--- src/inc/ssfs_params.svh ---
// constants for the sleep-state fault sequencer: offsets, fields, reset values, counts
// assumes a single pclk domain; counts are in pclk cycles
`ifndef SSFS_PARAMS_SVH
`define SSFS_PARAMS_SVH

// ==================================================
// register map (byte addresses on APB)
`define SSFS_CTRL_OFFSET 12'h000
`define SSFS_STATUS_OFFSET 12'h004
`define SSFS_ADDR_W 12
`define SSFS_CTRL_RESET 1'b0
`define SSFS_CTRL_FORCE_OFF_BIT 0

// ==================================================
// rail indices
`define SSFS_NRAILS 5
`define SSFS_RAIL_MEM_IO 0
`define SSFS_RAIL_HUB_UPPER 1
`define SSFS_RAIL_HUB_LOWER 2
`define SSFS_RAIL_HOST_TERM 3
`define SSFS_RAIL_MEM_TERM 4

// ==================================================
// timing and fault counts
`define SSFS_SOFT_START_CYCLES 2048
`define SSFS_RESET_SS_CYCLES 3
`define SSFS_FAULT_RESET_CYCLES 16384
`define SSFS_FAULT_LIMIT_COLD 3'h4
`define SSFS_FAULT_LIMIT_WARM 3'h5
`define SSFS_FAULT_CNT_MAX 3'h7

`endif

--- src/inc/ssfs_pkg.sv ---
// types for the sleep-state fault sequencer
// assumes ssfs_params.svh is compiled alongside for the numeric constants
package ssfs_pkg;

  // ==================================================
  // sequencer states
  typedef enum logic [2:0] {
    SSFS_OFF,      // internal S5, also shutdown latches
    SSFS_RESET,    // error amplifier held in reset
    SSFS_SEQ,      // staged soft-start
    SSFS_ON,       // S0, all rails up
    SSFS_SLEEP,    // S3, memory I/O rail only
    SSFS_RETRY     // hiccup wait before restarting faulted rails
  } ssfs_state_e_t;

  // ==================================================
  // whole module state
  typedef struct packed {
    ssfs_state_e_t state;
    logic [4:0] en;
    logic [1:0] stage;
    logic [13:0] tmr;
    logic [14:0] frc;
    logic [2:0] fcnt;
    logic from_s5;
    logic ov_l;
    logic th_l;
    logic th_seen_low;
    logic shut_l;
    logic pg;
    logic amp_rst;
    logic hs;
    logic ls;
    logic ctrl_off;
    logic pready;
    logic pslverr;
    logic [31:0] prdata;
  } ssfs_state_t;

endpackage : ssfs_pkg

--- src/hw/ssfs_sequencer.sv ---
// digital supervisor of a multi-rail memory power regulator: sleep-state
// sequencing, soft-start, fault counting, latched shutdowns, gate interlock
// assumes comparator and sleep inputs already synchronous to pclk
//
// Added by the designer: the APB register port and the placing of the registers.
`include "ssfs_params.svh"
`timescale 1ns/100ps
`default_nettype none

module ssfs_sequencer #(
  parameter int SS_CYCLES = `SSFS_SOFT_START_CYCLES,          // one soft-start cycle
  parameter int FAULT_RESET_CYCLES = `SSFS_FAULT_RESET_CYCLES  // leaky window
) (
  input wire logic pclk,                        // 200 MHz clock
  input wire logic presetn,                     // async reset, active low
  input wire logic psel,                        // apb select
  input wire logic penable,                     // apb access phase
  input wire logic pwrite,                      // apb write
  input wire logic [11:0] paddr,                // apb byte address
  input wire logic [31:0] pwdata,               // apb write data
  output logic [31:0] prdata,                   // apb read data
  output logic pready,                          // apb ready
  output logic pslverr,                         // apb error, unmapped address
  input wire logic suspend_to_ram_request_n,    // low requests S3
  input wire logic soft_off_request_n,          // low requests S4/S5
  input wire logic por12_ok,                    // 12 V above reset threshold
  input wire logic [4:0] rail_in_reg,           // per-rail in regulation
  input wire logic [4:0] rail_uv,               // per-rail under-voltage
  input wire logic ov_memory_io_rail,           // memory I/O over-voltage
  input wire logic ov_memory_termination_rail,  // termination over-voltage
  input wire logic oc_memory_io_rail,           // high-side drop over threshold
  input wire logic temp_trip_hot,               // junction reached trip point
  input wire logic temp_below_release,          // junction below release point
  input wire logic pwm_high_req,                // modulator wants high side on
  input wire logic high_side_gate_off,          // high-side gate sensed off
  input wire logic low_side_gate_off,           // low-side gate sensed off
  output logic [4:0] rail_en,                   // per-rail enable
  output logic error_amp_reset,                 // shorts comp to feedback
  output logic term_ref_short,                  // termination reference to rail
  output logic term_rail_power_good,            // host termination power-good
  output logic high_side_gate,                  // high-side drive on
  output logic low_side_gate                    // low-side drive on
);

  // ==================================================
  // derived constants
  localparam logic [13:0] SS_LAST = 14'(SS_CYCLES - 1);
  localparam logic [13:0] RESET_LAST = 14'(`SSFS_RESET_SS_CYCLES * SS_CYCLES - 1);
  localparam logic [14:0] FR_LAST = 15'(FAULT_RESET_CYCLES - 1);
  localparam logic [4:0] IO_MASK = 5'(1 << `SSFS_RAIL_MEM_IO);

  ssfs_pkg::ssfs_state_t s_q;
  ssfs_pkg::ssfs_state_t s_d;

  // number of set bits, for several rails faulting in one cycle
  function automatic logic [2:0] ssfs_popcount(input logic [4:0] v);
    logic [2:0] n;
    n = 3'h0;
    for (int i = 0; i < 5; i++) begin
      n = n + {2'b00, v[i]};
    end
    return n;
  endfunction : ssfs_popcount

  // ==================================================
  // next state
  always_comb begin
    logic s5_req;
    logic s3_req;
    logic active;
    logic [4:0] flt;
    logic [3:0] sum;
    logic [2:0] limit;
    logic [4:0] stage_mask;
    logic [4:0] stage_done;
    logic apb_setup;
    logic apb_wr;
    s5_req = 1'b0;
    s3_req = 1'b0;
    active = 1'b0;
    flt = 5'h00;
    sum = 4'h0;
    limit = 3'h0;
    stage_mask = 5'h00;
    stage_done = 5'h00;
    apb_setup = 1'b0;
    apb_wr = 1'b0;
    s_d = s_q;

    // software force-off behaves as a soft-off request
    s5_req = !soft_off_request_n || s_q.ctrl_off;
    s3_req = !suspend_to_ram_request_n;

    // sticky over-voltage latch; set wins over the S5 clear
    if (s5_req) begin
      s_d.ov_l = 1'b0;
      s_d.shut_l = 1'b0;
    end
    if ((ov_memory_io_rail && s_q.en[`SSFS_RAIL_MEM_IO]) ||
        (ov_memory_termination_rail && s_q.en[`SSFS_RAIL_MEM_TERM])) begin
      s_d.ov_l = 1'b1;
    end

    // thermal latch: release needs cool plus a soft-off low then high
    if (s_q.th_l && !soft_off_request_n) begin
      s_d.th_seen_low = 1'b1;
    end
    if (s_q.th_l && s_q.th_seen_low && soft_off_request_n && temp_below_release) begin
      s_d.th_l = 1'b0;
      s_d.th_seen_low = 1'b0;
    end
    if (temp_trip_hot) begin
      s_d.th_l = 1'b1;
      s_d.th_seen_low = 1'b0;
    end

    // leaky fault window counts every cycle
    if (s_q.frc == FR_LAST) begin
      s_d.frc = 15'h0000;
      s_d.fcnt = 3'h0;
    end else begin
      s_d.frc = s_q.frc + 15'h0001;
    end

    // per-rail faults while sequencing, running or in the hiccup wait
    active = (s_q.state == ssfs_pkg::SSFS_SEQ) || (s_q.state == ssfs_pkg::SSFS_ON) ||
             (s_q.state == ssfs_pkg::SSFS_RETRY);
    if (active) begin
      flt = rail_uv & s_q.en;
      flt[`SSFS_RAIL_MEM_IO] = flt[`SSFS_RAIL_MEM_IO] ||
                               (oc_memory_io_rail && s_q.en[`SSFS_RAIL_MEM_IO]);
      // termination fed from memory I/O, lower hub stage fed from upper
      flt[`SSFS_RAIL_MEM_TERM] = flt[`SSFS_RAIL_MEM_TERM] ||
        (s_q.en[`SSFS_RAIL_MEM_TERM] && !s_q.en[`SSFS_RAIL_MEM_IO]);
      flt[`SSFS_RAIL_HUB_LOWER] = flt[`SSFS_RAIL_HUB_LOWER] ||
        (s_q.en[`SSFS_RAIL_HUB_LOWER] && !s_q.en[`SSFS_RAIL_HUB_UPPER]);
    end
    if (flt != 5'h00) begin
      s_d.en = s_q.en & ~flt;
      s_d.frc = 15'h0000;
      sum = {1'b0, s_q.fcnt} + {1'b0, ssfs_popcount(flt)};
      // saturate rather than wrap
      s_d.fcnt = sum[3] ? `SSFS_FAULT_CNT_MAX : sum[2:0];
      s_d.state = ssfs_pkg::SSFS_RETRY;
      s_d.tmr = 14'h0000;
      s_d.pg = 1'b0;
      limit = s_q.from_s5 ? `SSFS_FAULT_LIMIT_COLD : `SSFS_FAULT_LIMIT_WARM;
      if (s_d.fcnt >= limit) begin
        s_d.shut_l = 1'b1;
      end
    end

    // stage membership in start order
    case (s_q.stage)
      2'd0: stage_mask = 5'(1 << `SSFS_RAIL_MEM_IO) | 5'(1 << `SSFS_RAIL_HUB_UPPER);
      2'd1: stage_mask = 5'(1 << `SSFS_RAIL_HUB_LOWER);
      2'd2: stage_mask = 5'(1 << `SSFS_RAIL_HOST_TERM);
      default: stage_mask = 5'(1 << `SSFS_RAIL_MEM_TERM);
    endcase
    stage_done = stage_mask & ~rail_in_reg;

    // sleep-state machine
    if (s_d.ov_l || s_d.th_l || s_d.shut_l) begin
      s_d.state = ssfs_pkg::SSFS_OFF;
      s_d.en = 5'h00;
      s_d.pg = 1'b0;
      s_d.amp_rst = 1'b0;
    end else begin
      case (s_q.state)
        ssfs_pkg::SSFS_OFF: begin
          s_d.en = 5'h00;
          s_d.pg = 1'b0;
          s_d.amp_rst = 1'b0;
          if (!s5_req && !s3_req && por12_ok) begin
            s_d.state = ssfs_pkg::SSFS_RESET;
            s_d.from_s5 = 1'b1;
            s_d.tmr = 14'h0000;
            s_d.amp_rst = 1'b1;
          end
        end
        ssfs_pkg::SSFS_SLEEP: begin
          if (s5_req) begin
            s_d.state = ssfs_pkg::SSFS_OFF;
            s_d.en = 5'h00;
          end else if (!s3_req && por12_ok) begin
            s_d.state = ssfs_pkg::SSFS_RESET;
            s_d.from_s5 = 1'b0;
            s_d.tmr = 14'h0000;
            s_d.amp_rst = 1'b1;
          end
        end
        ssfs_pkg::SSFS_RESET: begin
          if (s5_req) begin
            s_d.state = ssfs_pkg::SSFS_OFF;
            s_d.en = 5'h00;
            s_d.amp_rst = 1'b0;
          end else if (s3_req) begin
            s_d.state = s_q.en[`SSFS_RAIL_MEM_IO] ? ssfs_pkg::SSFS_SLEEP : ssfs_pkg::SSFS_OFF;
            s_d.amp_rst = 1'b0;
          end else if (s_q.tmr == RESET_LAST) begin
            s_d.state = ssfs_pkg::SSFS_SEQ;
            s_d.amp_rst = 1'b0;
            s_d.stage = 2'd0;
            s_d.tmr = 14'h0000;
          end else begin
            s_d.tmr = s_q.tmr + 14'h0001;
          end
        end
        ssfs_pkg::SSFS_SEQ, ssfs_pkg::SSFS_ON, ssfs_pkg::SSFS_RETRY: begin
          if (s5_req) begin
            s_d.state = ssfs_pkg::SSFS_OFF;
            s_d.en = 5'h00;
            s_d.pg = 1'b0;
          end else if (s3_req) begin
            s_d.state = ssfs_pkg::SSFS_SLEEP;
            s_d.en = s_q.en & IO_MASK;
            s_d.pg = 1'b0;
          end else if (flt != 5'h00) begin
            // fault handling above already chose the hiccup wait
          end else if (s_q.state == ssfs_pkg::SSFS_RETRY) begin
            if (s_q.tmr == SS_LAST) begin
              s_d.state = ssfs_pkg::SSFS_SEQ;
              s_d.stage = 2'd0;
              s_d.tmr = 14'h0000;
            end else begin
              s_d.tmr = s_q.tmr + 14'h0001;
            end
          end else if (s_q.state == ssfs_pkg::SSFS_SEQ) begin
            // or-in only, so rails already regulating stay untouched
            s_d.en = s_q.en | stage_mask;
            if (s_q.en[`SSFS_RAIL_MEM_TERM] && s_q.stage == 2'd3) begin
              if (s_q.tmr == SS_LAST) begin
                s_d.state = ssfs_pkg::SSFS_ON;
                s_d.from_s5 = 1'b0;
              end else begin
                s_d.tmr = s_q.tmr + 14'h0001;
              end
            end else if (s_q.stage != 2'd3 && (s_q.en & stage_mask) == stage_mask &&
                         stage_done == 5'h00) begin
              s_d.stage = s_q.stage + 2'd1;
            end
          end else begin
            s_d.pg = rail_in_reg[`SSFS_RAIL_HOST_TERM];
          end
        end
        default: begin
          s_d.state = ssfs_pkg::SSFS_OFF;
          s_d.en = 5'h00;
        end
      endcase
    end

    // interlocked gate drive; each side waits for the other to sense off
    s_d.hs = s_d.en[`SSFS_RAIL_MEM_IO] && pwm_high_req && low_side_gate_off &&
             !s_q.ls;
    s_d.ls = s_d.en[`SSFS_RAIL_MEM_IO] && !pwm_high_req && high_side_gate_off &&
             !s_q.hs;

    // apb slave: setup cycle loads data, access cycle answers with pready
    apb_setup = psel && !penable;
    apb_wr = psel && penable && s_q.pready && pwrite;
    s_d.pready = apb_setup;
    if (apb_setup) begin
      s_d.prdata = 32'h0000_0000;
      s_d.pslverr = 1'b0;
      case (paddr)
        `SSFS_CTRL_OFFSET: s_d.prdata[`SSFS_CTRL_FORCE_OFF_BIT] = s_q.ctrl_off;
        `SSFS_STATUS_OFFSET: s_d.prdata = {10'h000, s_q.pg, s_q.en, s_q.shut_l,
                                           s_q.th_l, s_q.ov_l, s_q.from_s5, 4'h0,
                                           1'b0, s_q.fcnt, 1'b0, s_q.state};
        default: s_d.pslverr = 1'b1;
      endcase
    end
    if (apb_wr && paddr == `SSFS_CTRL_OFFSET) begin
      s_d.ctrl_off = pwdata[`SSFS_CTRL_FORCE_OFF_BIT];
    end
  end

  // ==================================================
  // state register
  always_ff @(posedge pclk or negedge presetn) begin
    if (!presetn) begin
      s_q <= '{state: ssfs_pkg::SSFS_OFF, en: 5'h00, stage: 2'd0, tmr: 14'h0000,
               frc: 15'h0000, fcnt: 3'h0, from_s5: 1'b0, ov_l: 1'b0, th_l: 1'b0,
               th_seen_low: 1'b0, shut_l: 1'b0, pg: 1'b0, amp_rst: 1'b0, hs: 1'b0,
               ls: 1'b0, ctrl_off: `SSFS_CTRL_RESET, pready: 1'b0, pslverr: 1'b0,
               prdata: 32'h0000_0000};
    end else begin
      s_q <= s_d;
    end
  end

  // ==================================================
  // outputs straight from the state register
  assign prdata = s_q.prdata;
  assign pready = s_q.pready;
  assign pslverr = s_q.pslverr;
  assign rail_en = s_q.en;
  assign error_amp_reset = s_q.amp_rst;
  assign term_ref_short = !s_q.en[`SSFS_RAIL_MEM_TERM];
  assign term_rail_power_good = s_q.pg;
  assign high_side_gate = s_q.hs;
  assign low_side_gate = s_q.ls;

endmodule : ssfs_sequencer

`default_nettype wire

--- config.mk ---
export PLATFORM = sky130hd
export DESIGN_NAME = ssfs_sequencer
export DESIGN_NICKNAME = d
export VERILOG_FILES = /design/src/inc/ssfs_pkg.sv /design/src/hw/ssfs_sequencer.sv
export VERILOG_INCLUDE_DIRS = /design/src /design/src/inc
export SDC_FILE = /design/constraint.sdc
export NUM_CORES = 1
export LEC_CHECK = 0
export BUFFER_PORTS_ARGS = -buffer_cell sky130_fd_sc_hd__clkbuf_2
export CORE_UTILIZATION = 45
export CTS_CLUSTER_DIAMETER = 30
export DETAILED_ROUTE_END_ITERATION = 6
export PLACE_DENSITY = 0.8
export SYNTH_ARGS = -nofsm -noshare
export SYNTH_HDL_FRONTEND = slang
export SYNTH_SLANG_ARGS = --single-unit
--- constraint.sdc ---
create_clock -name pclk -period 9.4 [get_ports pclk]
set_clock_uncertainty 0.05 [all_clocks]
set_input_delay 0.94 -clock pclk [delete_from_list [all_inputs] [get_ports pclk]]
set_output_delay 0.94 -clock pclk [all_outputs]
set_load 0.01 [all_outputs]
# After elaboration in Yosys (flattened, before gate mapping)
# Index checks and enable logic that the tools add are counted.
# word_totals
register_bits	86
latch_bits	0
ram_bits	0
romBits	0
output_inout_bits	44
word_cells	211
mem_count	0
# classes
add_sub_neg	8
multipliers	0
n_div	0
magnitude_cmp	1
n_eq_ne	34
n_shift	0
muxes	82
n_bitwise	8
n_reduce_logical	59
# ops
operator	count
two-way mux 14 bit	8
two-way mux 16 bit	5
case mux 14 bit (4 select lines)	1
two-way mux 24 bit	2
two-way mux 3 bit	13
two-way mux 32 bit	1
two-way mux 8 bit	4
case mux 8 bit (4 select lines)	1
two-way mux 1 bit	28
inequality test 2 bit, second input constant	14
logical AND 1 bit	26
AND reduction 12 bit	2
two-way mux 21 bit	1
bitwise AND 5 bit	4
inequality test 3 bit, second input constant	6
two-way mux 2 bit	8
adder 15 x 1 -> 15 bit, second input constant	1
== test 15 x 14 -> 1 bit, second input constant	1
two-way mux 15 bit	1
two-way mux 5 bit	3
case mux 5 bit (3 select lines)	1
adder 14 x 1 -> 14 bit, second input constant	1
== test 14 x 11 -> 1 bit, second input constant	1
== test 14 x 13 -> 1 bit, second input constant	1
33 further kinds	58

# Longest topological paths before layout
# Gate-level depths: netlist (run 1).
# logic_depth
word_depth	23
ltp_mapped	21
mapped_depth_nobuf	18

# Worst setup path before layout (run 1)
# No wires, ideal clock.
# synth_timing
path_type	input to register
from	input port rail_uv[0]
to	register s_q[63] (netlist bit)
arrival_time_ps	4005
path_slack_ps	5279
path_stages	18
path_buffers	1
cell_sequence	o21ai_0 -> nor2_1 -> fa_1 -> inv_1 -> fa_1 -> inv_1 -> ha_1 -> a21o_1 -> a21o_1 -> nor2_1 -> ha_1 -> nor2_1 -> nand2_1 -> o21bai_1 -> o21ai_0 -> buf_2 -> nor2_1 -> a221o_1
# synth_lines
element	line_no	text
start: declaration	ssfs_sequencer.sv:28	input wire logic [4:0] rail_uv,
end signal: assignment	ssfs_sequencer.sv:283	s_q <= '{state: ssfs_pkg::SSFS_OFF, en: 5'h00, stage: 2'd0, tmr: 14'h0000,
end: declaration	ssfs_sequencer.sv:52	ssfs_pkg::ssfs_state_t s_q;

==> results of run 1 <==
## power groups by stage
stage	Sequential (µW)	Clock (µW)	Combinational [µW]
4_1_cts	312	273	40.0
3_5_place_dp	318	0	39.9
2_1_floorplan	316	0	24.6
3_3_place_gp	317	0	38.9
5_1_grt	313	287	44.7
6_report	312	268	39.8
## cell type report
type                    instances  area share
clock inverters                 3      0.0140
clock buffers                  12      0.0295
flip-flops and latches         70       0.356
multi-input cells             381       0.479
repair buffers                 68      0.0703
well taps                     133      0.0339
inverters                      22      0.0168
## layout by cell type (no fill, tap or decap), types with 10 or more instances in the layout
master / n
o21ai_0: 22
dfrtp_1: 70
nor2_1: 49
ha_1: 12
nand2_1: 38
clkbuf_2: 65
nor3_1: 16
clkbuf_8: 10
inv_1: 22
and3_1: 11
a22o_1: 17
nand4_1: 14
nand3_1: 29
conb_1: 16
a21oi_1: 37
## metrics by stage
step	util	power [µW]
floorplan	-	340
global placement	0.481	356
detailed placement	0.481	357
CTS	0.503	624
global route	0.503	645
finish	0.503	621
## logic make-up after synthesis
logic type | synth area share
and+or+nand+nor | 0.216
AOI/OAI and AO/OA | 0.201
buffers and inverters | 0.107
DFF | 0.386
adders and majority gates | 0.0464
xor gates and xnor gates | 0.0270
muxes | 0.0157
other | 0.000827
## worst max path at each step
stage	from	cells past startpoint	slack (ps)	end
final	s_q[85]	19	4310	s_q[63]
after CTS	s_q[85]	19	4410	s_q[63]
after floorplan	rail_uv[0]	18	5280	s_q[63]
after global placement	rail_uv[0]	19	4240	s_q[63]
after detailed placement	rail_uv[0]	19	4280	s_q[63]
after global routing	s_q[85]	19	4090	s_q[63]
## worst max-delay path: cells and delay by family, from the launching register on
kind,cells,cell delay [ps]
adders and majority gates,4,1330
buffers and inverters,3,360
AOI/OAI and AO/OA,5,1430
and+or+nand+nor,7,1070
DFF,1,720
## routing by layer
layer / GRT usage / part of all wire
met5: 0 / 0
met4: 0.0813 / 0.013
met3: 0.0315 / 0.082
met2: 0.346 / 0.46
met1: 0.289 / 0.44
## sequential cells by signal, indices dropped and copies added, names as in the netlist
signal	count
s_q	43
prdata	16
rail_en	5
error_amp_reset	1
high_side_gate	1
low_side_gate	1
pready	1
pslverr	1
term_rail_power_good	1
==> summary.md, run 1 <==
| Metric | Value |
|---|---|
| DRT iter0 DRCs | `275` |
| Area taken by multi-input logic gates | `2350 µm²` |
| Sequential fraction of the synthesis area | `0.386` |
| Count leader, synth | `dfrtp_1` |
| Largest net degree at the start of global routing | `71` |
| Synth area leader | `dfrtp_1` |
| Sw Share | `0.235` |
| Num CTS Buffers | `9` |
| CP max stage delay | `720 ps` |
| Fmax | `196 MHz` |
| Reg area | `1750 µm²` |
| Fill count | `932` |
| CP Max Fanout | `19` |
| IO buf count | `66` |
| Crit-path cells | `nand2b_1 > nand2_1 > and3_1 > fa_1 > inv_1 > fa_1 > inv_1 > ha_1 > a21o_1 > a21o_1 > nor2_1 > ha_1 > nor2_1 > nand2_1 > o21bai_1 > o21ai_0 > buf_4 > nor2_1 > a221o_1` |
| Final setup violation count | `0` |
| Fin. Hold Viols | `0` |
| Via-per-instance ratio | `5.88` |
| CP startpoint kind | `flop` |
| Crit path time final | `5090 ps` |
| Worst slack, placed | `4280 ps` |
| Unrepaired setup endpoints after global routing | `no` |
| Final period util | `0.542` |
| Mean Syn Cell Area | `8.72 µm²` |
| Yosys reg bits | `70` |
| Initial antenna violation count | `0` |
| Post-DP HPWL | `7990 µm` |
| First-pass GRT wire length | `17,400 µm` |
| Slack of the critical path | `4310 ps` |
| Die Ht | `102 µm` |
| CP most frequent cell | `nor2_1` |
| GRT Overall Usage | `0.214` |
| Initial Util | `0.464` |
| Slowest cell on the critical path | `dfrtp_1` |
| Top area cells in the synthesized netlist | `dfrtp_1, buf_4, a21oi_1` |
| Int Power | `475 µW` |
| Syn Std Cell Area | `4530 µm²` |
| Clock transition at path regs | `80 ps` |
| Synth-to-layout area growth | `8.42%` |
| GPL Wtd Cong | `0.940` |
| Status | `completed` |
| Post-synth EDFFs | `0` |
| Critical path class | `reg -> reg` |
| Worst Reg-to-Reg Cells | `19` |
| Design Area, Final | `4910 µm²` |
| Hold/Removal Path Class | `reg -> reg` |
| Vias in the first global route | `3,648` |
| Share of cells above drive strength 1 | `0.165` |
| Routed length per instance | `15.8 µm` |
| Placed Instances | `674` |
| Clk Latency, worst-skew pair | `340 ps` |
| Drt total wl | `10,900 µm` |
| Post-Synthesis Cells | `520` |
| Relative slew margins | `0.300` |
| Full die area | `10,500 µm²` |
| WHS | `398 ps` |
| CTS H-Tree Depth | `3` |
| Main flop type after synthesis | `dfrtp_1` |
| # diodes | `0` |
| Routed vias | `4,049` |
| # clock sinks | `70` |
| Ys Warns | `0` |
| CTS tree | `yes` |
| Grt ovf | `0` |
| Worst vdd ir | `0.0700 mV` |
| Hold_buf cts | `0` |
| Clk pwr share | `0.433` |
| Netlist cell types | `67` |
| Critical path data arrival time | `5270 ps` |
| First drt pass iteration count | `5` |
| Chip width | `102 µm` |
| Residual DRC count | `0` |
| I/O pin cnt | `114` |
| P_sw | `146 µW` |
| Setup Fix Bufs, Post-CTS | `0` |
| Hold depth | `1` |
| Critical hold path startpoint | `low_side_gate` |
| Asr flop ratio synth | `1.00` |
| Sequential share of power | `0.503` |
| Crit. End Element | `flop` |
| R2r endpoint | `s_q[63]` |
| Row cnt | `36` |
| Hold path endpoint | `high_side_gate` |
| Worst slew pin tran | `1040 ps` |
| Reg-to-reg critical path startpoint | `s_q[85]` |
| PwrDens | `126 nW/µm²` |
| Top cell type's share of synthesized area | `0.386` |
| Total negative slack | `0 ps` |
| Area after DPL | `4700 µm²` |
| Layout Nets | `637` |
| R2R Setup Slk | `4310 ps` |
| Lkg Pwr | `0.00224 µW` |
| ANT nets after route | `0` |
| Clock Tree Root | `clkbuf_8` |
| Synth cell count leaders | `dfrtp_1, nor2_1, nand2_1, a21oi_1, buf_4` |
| Layout Cells excl Fill | `689` |
| Worst endpoint required time | `9580 ps` |
| Core Area | `9770 µm²` |
| Slew Viols, Final | `0` |
| Max Cap Viol | `0` |
| Combinational power share | `0.064` |
| Max clock buf depth | `2` |
| Post_cts resized | `0` |
(Power assumes the default switching activity.)
==> run 2, diff against run 1 <==
--- a/config.mk
+++ b/config.mk
@@ -6,6 +6,7 @@
 export SDC_FILE = /design/constraint.sdc
 export NUM_CORES = 1
 export LEC_CHECK = 0
+export ABC_AREA = 1
 export BUFFER_PORTS_ARGS = -buffer_cell sky130_fd_sc_hd__clkbuf_2
 export CORE_UTILIZATION = 45
 export CTS_CLUSTER_DIAMETER = 30
==> constraint.sdc (replaced) <==
create_clock -name pclk -period 5.24 [get_ports pclk]
set_clock_uncertainty 0.05 [all_clocks]
set_input_delay 0.524 -clock pclk [delete_from_list [all_inputs] [get_ports pclk]]
set_output_delay 0.524 -clock pclk [all_outputs]
set_load 0.01 [all_outputs]
==> run 2 against run 1 <==
  * Sequential share of layout area fell by 2.1 points
  * Register-to-register slack got worse by 3600 ps
  * Final area rose by 6.3%
  * Hold slack got worse by 97 ps
  * Clock-buffer cell count fell by 3
  * Synthesized cell count rose by 24%
  * Worst setup slack got worse by 3600 ps
  * Largest cell class unchanged
==> summary.md, run 2 <==
| Metric | Value |
|---|---|
| Combinational power share | `0.079 (+0.015)` |
| Worst endpoint required time | `5490 ps (-4090 ps)` |
| Count leader, synth | `nand2_1` |
| IO buf count | `66 (unchanged)` |
| Fmax | `221 MHz (+13%)` |
| Top cell type's share of synthesized area | `0.364 (-0.0222)` |
| Largest net degree at the start of global routing | `71 (unchanged)` |
| CP most frequent cell | `inv_1` |
| Total negative slack | `0 ps (unchanged)` |
| Share of cells above drive strength 1 | `0.169 (+0.00336)` |
| Main flop type after synthesis | `dfrtp_1` |
| Setup Fix Bufs, Post-CTS | `0 (unchanged)` |
| Slowest cell on the critical path | `dfrtp_1` |
| Via-per-instance ratio | `5.14 (-12%)` |
| CP Buf/Inv Count | `6 (+3)` |
| Clock Tree Root | `clkbuf_8` |
| Critical path class | `reg -> reg` |
| Chip width | `105 µm (+2.9%)` |
| Int Power | `801 µW (+69%)` |
| Top area cells in the synthesized netlist | `dfrtp_1, nand2_1, buf_4` |
| GRT Overall Usage | `0.214 (about the same)` |
| Synth area leader | `dfrtp_1` |
| Worst Reg-to-Reg Cells | `20 (+1)` |
| Synth-to-layout area growth | `8.58%` |
| Post-DP HPWL | `8020 µm (+0.34%)` |
| Full die area | `11,100 µm² (+6.0%)` |
| Met3 usage | `0.0377 (+0.00626)` |
| Yosys reg bits | `70 (unchanged)` |
| PwrDens | `213 nW/µm² (+69%)` |
| Netlist cell types | `50 (-25%)` |
| Fill count | `1,018 (+9.2%)` |
| R2R Setup Slk | `720 ps (-3580 ps)` |
| Final period util | `0.862 (+0.320)` |
| Most frequent cells in the layout | `nand2_1, inv_1, dfrtp_1, clkbuf_2, nor2_1` |
| Residual DRC count | `0 (unchanged)` |
| First drt pass iteration count | `5 (unchanged)` |
| Top Family by Delay on Critical Path | `simple AND/OR/NAND/NOR gates` |
| Crit. End Element | `flop` |
| Worst slew pin tran | `948 ps (-94.8 ps)` |
| Max Cap Viol | `0 (unchanged)` |
| Synth cell count leaders | `nand2_1, inv_1, dfrtp_1, nor2_1` |
| Most common cell after layout, fill and taps aside | `nand2_1` |
| Ys Warns | `0 (unchanged)` |
| Hold/Removal Path Class | `in -> async` |
| Max clock buf depth | `2 (unchanged)` |
| CP max stage delay | `570 ps (-150 ps)` |
| Crit-path cells | `inv_1 > nand2_1 > nand2_4 > nand2_1 > inv_1 > fa_1 > inv_1 > fa_1 > inv_1 > ha_1 > nand3_1 > nand2_1 > nor2_1 > ha_1 > nand3b_1 > nand3_4 > nand4_4 > inv_1 > o21ai_0 > inv_1` |
| Post-synth EDFFs | `0 (unchanged)` |
| Clk pwr share | `0.421 (-0.012)` |
| Crit path time final | `4520 ps (-576 ps)` |
| Layout Cells excl Fill | `829 (+20%)` |
| Relative slew margins | `0.367 (+0.0672)` |
| Largest Register | `s_q` |
| Final setup violation count | `0 (unchanged)` |
| WHS | `301 ps (-97.2 ps)` |
| WP depth | `20 (+1)` |
| Vias in the first global route | `4,081 (+12%)` |
| Row cnt | `37 (+2.8%)` |
| Routed length per instance | `13.5 µm (-15%)` |
| Reg area | `1750 µm² (unchanged)` |
| CTS tree | `yes` |
| GPL Wtd Cong | `0.937 (-0.26%)` |
| Slew Viols, Final | `0 (unchanged)` |
| Syn Std Cell Area | `4810 µm² (+6.1%)` |
| Unrepaired setup endpoints after global routing | `no` |
| Status | `completed` |
| GRT Max-Usage Layer | `met2` |
| First-pass GRT wire length | `19,000 µm (+9.5%)` |
| CTS H-Tree Depth | `3 (unchanged)` |
| ANT nets after route | `0 (unchanged)` |
| Sequential fraction of the synthesis area | `0.364 (-0.0222)` |
| # diodes | `0 (unchanged)` |
| Area taken by multi-input logic gates | `2470 µm² (+4.8%)` |
| Mean Syn Cell Area | `7.46 µm² (-14%)` |
| Routed vias | `4,263 (+5.3%)` |
| Grt ovf | `0 (unchanged)` |
| Fin. Hold Viols | `0 (unchanged)` |
| Lkg Pwr | `0.00267 µW (+19%)` |
| Initial antenna violation count | `0 (unchanged)` |
| DRT iter0 DRCs | `323 (+17%)` |
| # clock sinks | `70 (unchanged)` |
| Sequential share of power | `0.500 (-0.003)` |
| Sw Share | `0.280 (+0.0448)` |
| Num CTS Buffers | `9 (unchanged)` |
| Final Util | `0.506 (+0.00306)` |
| Post_cts resized | `0 (unchanged)` |
| Max FFs per register | `43 (unchanged)` |
| Clk Latency, worst-skew pair | `370 ps (+30 ps)` |
| Met1 Track Usage GR | `0.276 (-0.0137)` |
| Placed Instances | `813 (+21%)` |
| Post-Synthesis Cells | `645 (+24%)` |
| Initial Util | `0.466 (+0.00211)` |
| Critical path data arrival time | `4770 ps (-500 ps)` |
| Die Ht | `105 µm (+2.9%)` |
| Hold_buf cts | `0 (unchanged)` |
| Asr flop ratio synth | `1.00 (unchanged)` |
| Met2 track demand over resource | `0.356 (+0.0103)` |
| Drt total wl | `11,200 µm (+2.6%)` |
| Core Area | `10,300 µm² (+5.6%)` |
| CP Max Fanout | `16 (-3)` |
| Layout Nets | `773 (+21%)` |
| CP startpoint kind | `flop` |
| Clock transition at path regs | `90 ps (about the same)` |
| Worst vdd ir | `0.101 mV (+45%)` |
| P_sw | `311 µW (+110%)` |
| I/O pin cnt | `114 (unchanged)` |
[run 2: cell count changes after synthesis, moves of 6 or more]
cell,change
a21oi_1,-18
o21ai_0,+12
nor2_1,+15
nand2b_1,-8
nand2_1,+137
a22o_1,-17
o31ai_1,+8
clkbuf_1,-11
inv_1,+54
nor3_1,-7
mux2i_1,-6
nand3_1,+11
and3_1,-10
[run 2: per-layer routing]
metal	wire length, µm	vias up	share of wire
met5	0	-	0
met4	239	0	0.021
met3	744	27	0.067
met2	5240	179	0.47
met1	4940	1945	0.44
li1	-	2112	-
[run 2: final cells by class]
type,count,area share
Sequential cell,70,0.335
Clock buffer,9,0.0237
Inverter,77,0.0553
Tap cell,136,0.0326
Clock inverter,7,0.0156
Timing Repair Buffer,67,0.0647
Multi-Input combinational cell,463,0.473
[run 2: logic make-up after synthesis]
group / share of synthesized area
AND/OR/NAND/NOR: 0.322
buffers and inverters: 0.134
AO/OA/AOI/OAI: 0.111
flip-flops: 0.364
adder cells (fa/ha/maj): 0.0437
XOR/XNOR: 0.0237
other: 0.000780
[run 2: path summary, 6_finish.rpt]
kind | startpoint | end
max in group asynchronous | presetn | s_q[64]
setup reg to reg | s_q[85] | s_q[85]
hold / removal | presetn | prdata[0]
setup / recovery | s_q[85] | s_q[85]
min in group pclk | pwdata[0] | s_q[34]
hold reg to reg | low_side_gate | high_side_gate
[run 2: metrics by stage]
stage	power (µW)	instance area (µm²)	worst slack, ps
floorplan	624	4870	1540
global placement	652	5020	854
detailed placement	653	5020	810
CTS	1120	5220	783
global route	1150	5220	446
finish	1110	5220	725
[run 2: power groups by stage]
| stage | Clock (µW) | Combinational (µW) | Sequential (µW) |
|---|---|---|---|
| 2_1_floorplan | 0 | 60.2 | 564 |
| 3_3_place_gp | 0 | 85.5 | 566 |
| 3_5_place_dp | 0 | 86.4 | 567 |
| 4_1_cts | 473 | 87.3 | 555 |
| 5_1_grt | 497 | 101 | 556 |
| 6_report | 468 | 87.8 | 556 |
